## config.mk

```make
export PLATFORM = sky130hd
export DESIGN_NAME = slst_link
export DESIGN_NICKNAME = d
export VERILOG_FILES = /design/src/verilog/slst_pkg.sv /design/src/verilog/slst_link.sv
export SDC_FILE = /design/constraint.sdc
export NUM_CORES = 1
export LEC_CHECK = 0
export ABC_AREA = 0
export BUFFER_PORTS_ARGS = -buffer_cell sky130_fd_sc_hd__buf_2
export CORE_ASPECT_RATIO = 1.1
export CORE_UTILIZATION = 46
export DETAILED_ROUTE_END_ITERATION = 7
export PLACE_DENSITY = 0.67
export SETUP_SLACK_MARGIN = 0.5
export SLEW_MARGIN = 0
export SYNTH_ARGS = -nofsm -noshare
export SYNTH_HDL_FRONTEND = slang
export SYNTH_SLANG_ARGS = --single-unit
```

## constraint.sdc

```tcl
create_clock -name clk -period 6.27 [get_ports clk]
set_input_delay 1.254 -clock clk [delete_from_list [all_inputs] [get_ports clk]]
set_output_delay 1.254 -clock clk [all_outputs]
set_load 0.1 [all_outputs]
```

## src/verilog/slst_pkg.sv

```systemverilog
/*
  Shared constants and types for the step-link skew and timer evaluator.
  Assumes one 100 MHz clock; all neighbours run on the same clock.
*/
package slst_pkg;

  // ----------------------------------------------------------------
  // Sizes
  // ----------------------------------------------------------------
  localparam int unsigned AXES     = 8;
  localparam int unsigned AXIS_W   = 3;
  localparam int unsigned MASK_LSB = 0;
  localparam int unsigned MASK_W   = 8;
  localparam int unsigned DIV_W    = 17;

  // ----------------------------------------------------------------
  // Link codes
  // ----------------------------------------------------------------
  localparam logic [7:0] LT_SKEW_POS   = 8'h3C;
  localparam logic [7:0] LT_SKEW_FERR  = 8'h7F;
  localparam logic [7:0] LT_TIMER_EXP  = 8'h54;
  localparam logic [7:0] LT_TIMER_NEXP = 8'h74;

  // ----------------------------------------------------------------
  // Values and limits
  // ----------------------------------------------------------------
  localparam logic [15:0] TIMER_START = 16'h0000;
  localparam logic [15:0] MS_SAT      = 16'hFFFF;
  localparam logic [15:0] SKEW_MAX    = 16'h7FFF;
  localparam logic [15:0] MS_ZERO     = 16'h0000;

  // ----------------------------------------------------------------
  // Timing
  // ----------------------------------------------------------------
  localparam int unsigned CLK_PERIOD_NS = 10;
  localparam int unsigned MS_PERIOD_NS  = 1000000;
  localparam int unsigned MS_CYCLES     = MS_PERIOD_NS / CLK_PERIOD_NS;

  // ----------------------------------------------------------------
  // Types
  // ----------------------------------------------------------------
  typedef enum logic [3:0] {
    ACT_NONE   = 4'b0001,
    ACT_BRANCH = 4'b0010,
    ACT_NEXT   = 4'b0100,
    ACT_WAIT   = 4'b1000
  } slst_act_e;

  typedef struct packed {
    logic [7:0]        link_type;
    logic [15:0]       link_value;
    logic [AXIS_W-1:0] axis;
    logic              poll;
  } slst_req_s;

  typedef struct packed {
    logic        valid;
    slst_act_e   act;
    logic [15:0] skew;
  } slst_res_s;

  typedef struct packed {
    slst_res_s              res;
    logic [AXES-1:0][15:0]  step_ms;
    logic [AXES-1:0][15:0]  delay_ms;
    logic [DIV_W-1:0]       div;
    logic                   ms_tick;
  } slst_state_s;

endpackage : slst_pkg
```

## src/verilog/slst_link.sv

```systemverilog
/*
  Step-link evaluator for skew and step-timer links of a multi-axis
  motion sequencer, plus per-axis millisecond step and delay timers.
  Assumes the sequencer, axis loops and delay stepper share clk.
  Inputs are taken as settled on clk, so nothing is synchronised here;
  MS_COUNT sets the clk cycles per millisecond tick and must be 2 or more.
*/
`timescale 1ns/1ps
// What this block does
// - Recognise skew codes 0x3C (actual position) and 0x7F (following error).
// - Skew link value bits 0-7 are axis mask; bits 8-15 ignored.
// - Skew is largest minus smallest quantity over masked axes.
// - Detectable skew is limited to 32,767 units.
// - Following-error variant compares each axis's own following error.
// - Skew threshold comes from the extended link value.
// - Skew within threshold waits; skew above threshold advances to next step.
// - Recognise timer codes 0x54 start-or-expired and 0x74 not-expired.
// - Timer link value zero means start; 1 to 65,535 is ms preset.
// - Start-or-expired with zero restarts the running axis's step timer.
// - Polled start-or-expired: reached branches, otherwise next step.
// - Unpolled start-or-expired: wait until reached, then branch.
// - Not-expired branches while below preset; unpolled waits otherwise.
// - Exactly one step timer per axis.
// - Step timer independent of the delay-link timer.
// - Delay link restarts its own timer on entry; tests never restart.
// - Expiry may be seen up to one control loop late.
// - Non-blocking links branch when true, else go to next step.
module slst_link
  import slst_pkg::*;
#(
  parameter int unsigned MS_COUNT = slst_pkg::MS_CYCLES
) (
  // Clock and reset
  input  wire logic                  clk,
  input  wire logic                  resetn,
  // Step evaluation request from the sequencer
  input  wire logic                  eval,
  input  wire slst_req_s             req,
  input  wire logic [15:0]           ext_value,
  // Axis quantities from the motion loops
  input  wire logic [AXES-1:0][15:0] act_pos,
  input  wire logic [AXES-1:0][15:0] fol_err,
  // Delay link step entry
  input  wire logic                  delay_enter,
  input  wire logic [AXIS_W-1:0]     delay_axis,
  // Decision and timer readback
  output slst_res_s                  res,
  output logic [AXES-1:0][15:0]      step_ms,
  output logic [AXES-1:0][15:0]      delay_ms
);

  // ----------------------------------------------------------------
  // State
  // ----------------------------------------------------------------
  slst_state_s s;
  slst_state_s next_s;
  logic [15:0] skew_sat;
  logic        is_skew;
  logic        is_timer;
  logic        tmr_start;

  localparam logic [DIV_W-1:0] DIV_LAST = DIV_W'(MS_COUNT - 1);

  // ----------------------------------------------------------------
  // Next-state logic
  // ----------------------------------------------------------------
  // One pass computes skew, timer decisions and timer updates
  always_comb begin
    logic signed [15:0] q;
    logic signed [15:0] hi;
    logic signed [15:0] lo;
    logic signed [16:0] diff;
    logic               any;
    logic [15:0]        elapsed;
    logic               reached;
    logic [MASK_W-1:0]  mask;
    q        = '0;
    hi       = '0;
    lo       = '0;
    diff     = '0;
    any      = 1'b0;
    elapsed  = s.step_ms[req.axis];
    reached  = 1'b0;
    mask     = req.link_value[MASK_LSB +: MASK_W];
    next_s   = s;

    // Millisecond prescaler; a free tick base shared by all timers
    next_s.ms_tick = (s.div == DIV_LAST);
    next_s.div     = (s.div == DIV_LAST) ? '0 : DIV_W'(s.div + 1'b1);

    // Spread over masked axes, quantity chosen by link code
    for (int i = 0; i < AXES; i++) begin
      q = (req.link_type == LT_SKEW_FERR) ? fol_err[i] : act_pos[i];
      if (mask[i]) begin
        if (!any || q > hi) hi = q;
        if (!any || q < lo) lo = q;
        any = 1'b1;
      end
    end
    diff     = {hi[15], hi} - {lo[15], lo};
    // Spread clipped so it never reports more than the limit
    skew_sat = (diff > 17'sh0_7FFF) ? SKEW_MAX : diff[15:0];

    is_skew   = (req.link_type == LT_SKEW_POS) ||
                (req.link_type == LT_SKEW_FERR);
    is_timer  = (req.link_type == LT_TIMER_EXP) ||
                (req.link_type == LT_TIMER_NEXP);
    tmr_start = eval && (req.link_type == LT_TIMER_EXP) &&
                (req.link_value == TIMER_START);

    // Expiry is judged on the loop's evaluation, hence one loop late at most
    reached = (elapsed >= req.link_value);

    // Per-axis timers: count ms, saturate, restart only on own start
    for (int i = 0; i < AXES; i++) begin
      if (tmr_start && (req.axis == AXIS_W'(i))) begin
        next_s.step_ms[i] = MS_ZERO;
      end else if (s.ms_tick && s.step_ms[i] != MS_SAT) begin
        next_s.step_ms[i] = s.step_ms[i] + 16'h0001;
      end
      // Delay timer has its own storage and its own restart
      if (delay_enter && (delay_axis == AXIS_W'(i))) begin
        next_s.delay_ms[i] = MS_ZERO;
      end else if (s.ms_tick && s.delay_ms[i] != MS_SAT) begin
        next_s.delay_ms[i] = s.delay_ms[i] + 16'h0001;
      end
    end

    // Decision, one cycle after the request
    next_s.res.valid = eval;
    next_s.res.act   = ACT_NONE;
    next_s.res.skew  = s.res.skew;
    if (eval) begin
      if (is_skew) begin
        next_s.res.skew = skew_sat;
        // Threshold is trusted as loaded beforehand; a stale limit cannot
        // be seen from here
        next_s.res.act  = (skew_sat > ext_value) ? ACT_NEXT
                                                 : ACT_WAIT;
      end else if (tmr_start) begin
        next_s.res.act = ACT_BRANCH;
      end else if (req.link_type == LT_TIMER_EXP) begin
        if (reached)       next_s.res.act = ACT_BRANCH;
        else if (req.poll) next_s.res.act = ACT_NEXT;
        else               next_s.res.act = ACT_WAIT;
      end else if (is_timer) begin
        if (!reached)      next_s.res.act = ACT_BRANCH;
        else if (req.poll) next_s.res.act = ACT_NEXT;
        else               next_s.res.act = ACT_WAIT;
      end
    end
  end

  // ----------------------------------------------------------------
  // State register
  // ----------------------------------------------------------------
  // All state in one register; outputs read it directly
  always_ff @(posedge clk or negedge resetn) begin
    if (!resetn) begin
      s.res.valid <= 1'b0;
      s.res.act   <= ACT_NONE;
      s.res.skew  <= 16'h0000;
      s.step_ms   <= '0;
      s.delay_ms  <= '0;
      s.div       <= '0;
      s.ms_tick   <= 1'b0;
    end else begin
      s <= next_s;
    end
  end

  // ----------------------------------------------------------------
  // Outputs
  // ----------------------------------------------------------------
  // Straight from the state register
  assign res      = s.res;
  assign step_ms  = s.step_ms;
  assign delay_ms = s.delay_ms;
endmodule : slst_link

```

==> out/qor_table.md <==
| Quantity | Value |
|:---|:---|
| Run status | finished, violations left |
| Failing checks | setup timing |
| Number of buffers inserted during clock tree synthesis | 35 |
| Worst min path class | flip-flop to flip-flop |
| Remaining DRCs | 0 |
| Reg2reg end | res[19] |
| IO buf count | 583 |
| Area share of the leading cell type in the synthesized netlist | 0.2612 |
| Number of standard cells after synthesis | 3257 |
| FMAX | 46.46 MHz |
| Wire length of the first global-routing pass | 143.3 mm |
| Width of the die | 237.9 um |
| Endpoints failing setup | 18 |
| Data required time of the critical path | 6.69 ns |
| Critical Path Slowest Stage Cell | sky130_fd_sc_hd__a221o_1 |
| Main synth FF type | sky130_fd_sc_hd__dfrtp_1 |
| Count of state elements after synthesis | 295 |
| Worst Max-Slew Pin Slew | 1.178 ns |
| Hold_ws | 0.4748 ns |
| Layout overhead on the synthesized area | 32.87% |
| Area of the core region | 0.06022 mm2 |
| Unique cell type count in the Yosys netlist | 83 |
| DRT Wirelength | 95.28 mm |
| Critical path launch point | req[25] |
| Layout fillers | 5299 |
| Mapped Avg Cell Area | 8.649 um2 |
| Cell types occupying the most area after synthesis | sky130_fd_sc_hd__dfrtp_1, sky130_fd_sc_hd__ha_1, sky130_fd_sc_hd__buf_4, sky130_fd_sc_hd__mux2_2, sky130_fd_sc_hd__nor2_1 |
| Yosys synthesis warning count | 0 |
| Clock slew at reported path FFs | 0.05 ns |
| Nets@finish | 4781 |
| Summed instance area of the synthesized netlist | 0.02817 mm2 |
| Worst-skew pair later-pin latency | 0.55 ns |
| Die outline area | 0.06223 mm2 |
| Starting Density | 0.4678 |
| Util after Layout | 0.6215 |
| Largest incremental delay on the critical path | 0.40 ns |
| Die Y | 261.5 um |
| H-tree depth reported by CTS | 2 |
| Number of violations reported at the end of detailed-routing iteration 0 | 1730 |
| Worst setup path endpoint | res[18] |
| Fin Clk Skew | 0.02661 ns |
| Final routed wire length divided by cell count | 18.89 um |
| Clock tree from TritonCTS | done |
| Length of the first detailed-routing pass in iterations | 6 |
| Final worst path period need | 21.52 ns |
| CP dominant cell by count | sky130_fd_sc_hd__o21a_1 |
| Slew Limit Headroom | 0.2046 |
| WS Path Type | input port to flip-flop |
| Half-perimeter wire length after detailed placement | 75.12 mm |
| RSZ-0062 raised after global routing | true |
| Highest fanout seen on the critical path | 8 |
| Post-synthesis xor/xnor area fraction | 0.07151 |
| Count of nets left with antenna violations after detail routing | 0 |
| Number of global-route vias before repair | 26131 |
| Buffer levels on the longest clock path | 3 |
| Fraction of the yosys area taken by sequential cells | 0.2621 |
| Adder and majority cell fraction of the synthesized area | 0.1198 |
| Top-level I/O count | 584 |
| Post-Syn Nets | 3833 |
| Crit. End Element | flip-flop |
| Mux share of post-synthesis cell area | 0.1445 |
| Critical Path AT | 21.94 ns |
| Global-route usage over all layers | 0.2947 |
| Crit path launch type | input port |
| Pin count of the biggest net entering global routing | 150 |
| Number of enable flip-flop cells after synthesis | 0 |
| Final slew viol count | 0 |
| Part of the cycle the worst path needs | 3.433 |
| Largest family of logic cells by synthesized area | simple AND/OR/NAND/NOR gates |
| Simple logic cell fraction of the synthesized area | 0.1866 |
| Leakage power summed over all cells | 17.94 nW |
| Cell taking the most area after synthesis | sky130_fd_sc_hd__dfrtp_1 |
| Power density over the cells | 351.0 mW/mm2 |
| Hold Vio Cnt, Final | 0 |
| CTS Sinks | 295 |
| Vias per cell | 5.365 |
| Cell at the root of the clock tree | sky130_fd_sc_hd__clkbuf_16 |
| Placement Rows | 94 |
| Total overflow reported by the global router | 0 |
| R2R Setup Slk | 2.16 ns |
| Final RePlAce weighted congestion | 0.9752 |
| DR vias | 27065 |
| FF-to-FF path depth | 17 |
| Origin of the critical flop-to-flop path | step_ms[0] |
| Number of antenna violations at the first check in global routing | 1 |
| Max-capacitance violation count | 0 |
| Layout cells sized above 1 | 0.3966 |
| Async set-reset flop share out of synthesis | 1.000 |
| Maximum resistive drop on vdd | 0.5668 mV |
| Post-synthesis compound-gate area fraction | 0.1046 |
| Final worst-path setup slack | -15.25 ns |
==> cell type report <==
| class | instances | area, um2 | share of cell area |
|---|---|---|---|
| repair buffers | 1273 | 8563 | 0.2288 |
| diodes | 1 | 2.502 | 0.00006686 |
| clock buffers | 48 | 984.7 | 0.02631 |
| inverters | 185 | 694.4 | 0.01855 |
| flip-flops and latches | 295 | 7383 | 0.1973 |
| well taps | 816 | 1021 | 0.02728 |
| multi-input cells | 2415 | 18560 | 0.4960 |
| clock inverters | 12 | 214.0 | 0.005717 |
==> power by group <==
group	internal [mW]	total (mW)	switching [mW]
Combinational	4.77	9.00	4.23
Clock	1.28	2.13	0.855
Sequential	1.95	2.01	0.0522
Total	8.00	13.1	5.14
==> Yosys cell counts, drive strengths merged, types with 4 or more instances <==
library cell,instances
dfrtp,294
nand3,112
mux2i,143
clkbuf,61
xor2,134
o21a,51
a21oi,142
o21ba,10
xnor2,96
o311ai,4
a21o,40
inv,185
nand2b,40
ha,268
or3,37
nor2b,57
or2,7
a31oi,37
a2111oi,6
o22ai,4
and4,18
mux4,32
o21ai,111
o211ai,6
nand4,93
nor3,36
and3,44
o31ai,4
mux2,167
nor4,10
nand2,205
and2,11
o41ai,4
or4,4
nor2,428
a211oi,9
buf,302
==> state kept, by name, indices dropped and copies added (netlist names) <==
name,cells
res,21
s,18
delay_ms,128
step_ms,128
==> layer usage <==
metal,GRT usage,wire (um),up-vias
met5,0,0,-
met4,0.1145,3794,0
met3,0.03911,5193,178
met2,0.5102,46310,879
met1,0.3723,39980,12967
li1,-,-,13041
==> critical path: cells and delay by family <==
family	cells	cell delay, ns
mux	5	1.32
xor+xnor	2	0.28
fa+ha+maj	9	2.16
compound gates	71	11.44
buf+inv	20	2.49
simple gates	20	3.01
==> metrics by stage <==
step	setup TNS, ns	setup slack (ns)	total power [mW]	area (um2)	instances
2_1_floorplan	-249.51	-15.27	6.391	28610	3257
3_3_place_gp	-255.86	-15.66	9.323	34680	4907
3_5_place_dp	-265.44	-16.25	9.410	34680	4907
4_1_cts	-245.74	-14.95	12.50	36820	5019
5_1_grt	-272.81	-16.47	14.00	37430	5045
6_report	-252.08	-15.25	13.14	37430	5045
==> worst min path at each step <==
stage           end  start  cells after the start  slack [ns]
5_1_grt        s[5]   s[5]                      1        0.51
2_1_floorplan  s[5]   s[5]                      1        0.45
6_report       s[5]   s[5]                      1        0.47
3_3_place_gp   s[5]   s[5]                      1        0.47
4_1_cts        s[5]   s[5]                      1        0.48
3_5_place_dp   s[5]   s[5]                      1        0.47
==> what timing repair did <==
action	in CTS	in global routing
buffers inserted	44	24
endpoints found under the setup margin	18	18
gates cloned	8	1
hold buffers	0	0
gates resized for setup	106	84
pin swaps	35	68
==> placed cells by master, fill, tap and decap left out, types with 112 or more instances in the layout <==
master / n
sky130_fd_sc_hd__buf_2: 578
sky130_fd_sc_hd__nor2_1: 423
sky130_fd_sc_hd__buf_4: 637
sky130_fd_sc_hd__nand3_1: 112
sky130_fd_sc_hd__mux2_2: 149
sky130_fd_sc_hd__mux2i_1: 129
sky130_fd_sc_hd__a21oi_1: 119
sky130_fd_sc_hd__xor2_1: 134
sky130_fd_sc_hd__nand2_1: 196
sky130_fd_sc_hd__inv_1: 183
sky130_fd_sc_hd__dfrtp_1: 294
sky130_fd_sc_hd__ha_1: 244
==> cells by family after synthesis <==
group	after synthesis
adder cells (fa/ha/maj)	269
buffers and inverters	548
flip-flops	295
XOR/XNOR	230
AND/OR/NAND/NOR	1109
AO/OA/AOI/OAI	464
multiplexers	342
Note: power is estimated with default switching activity, not from simulation.
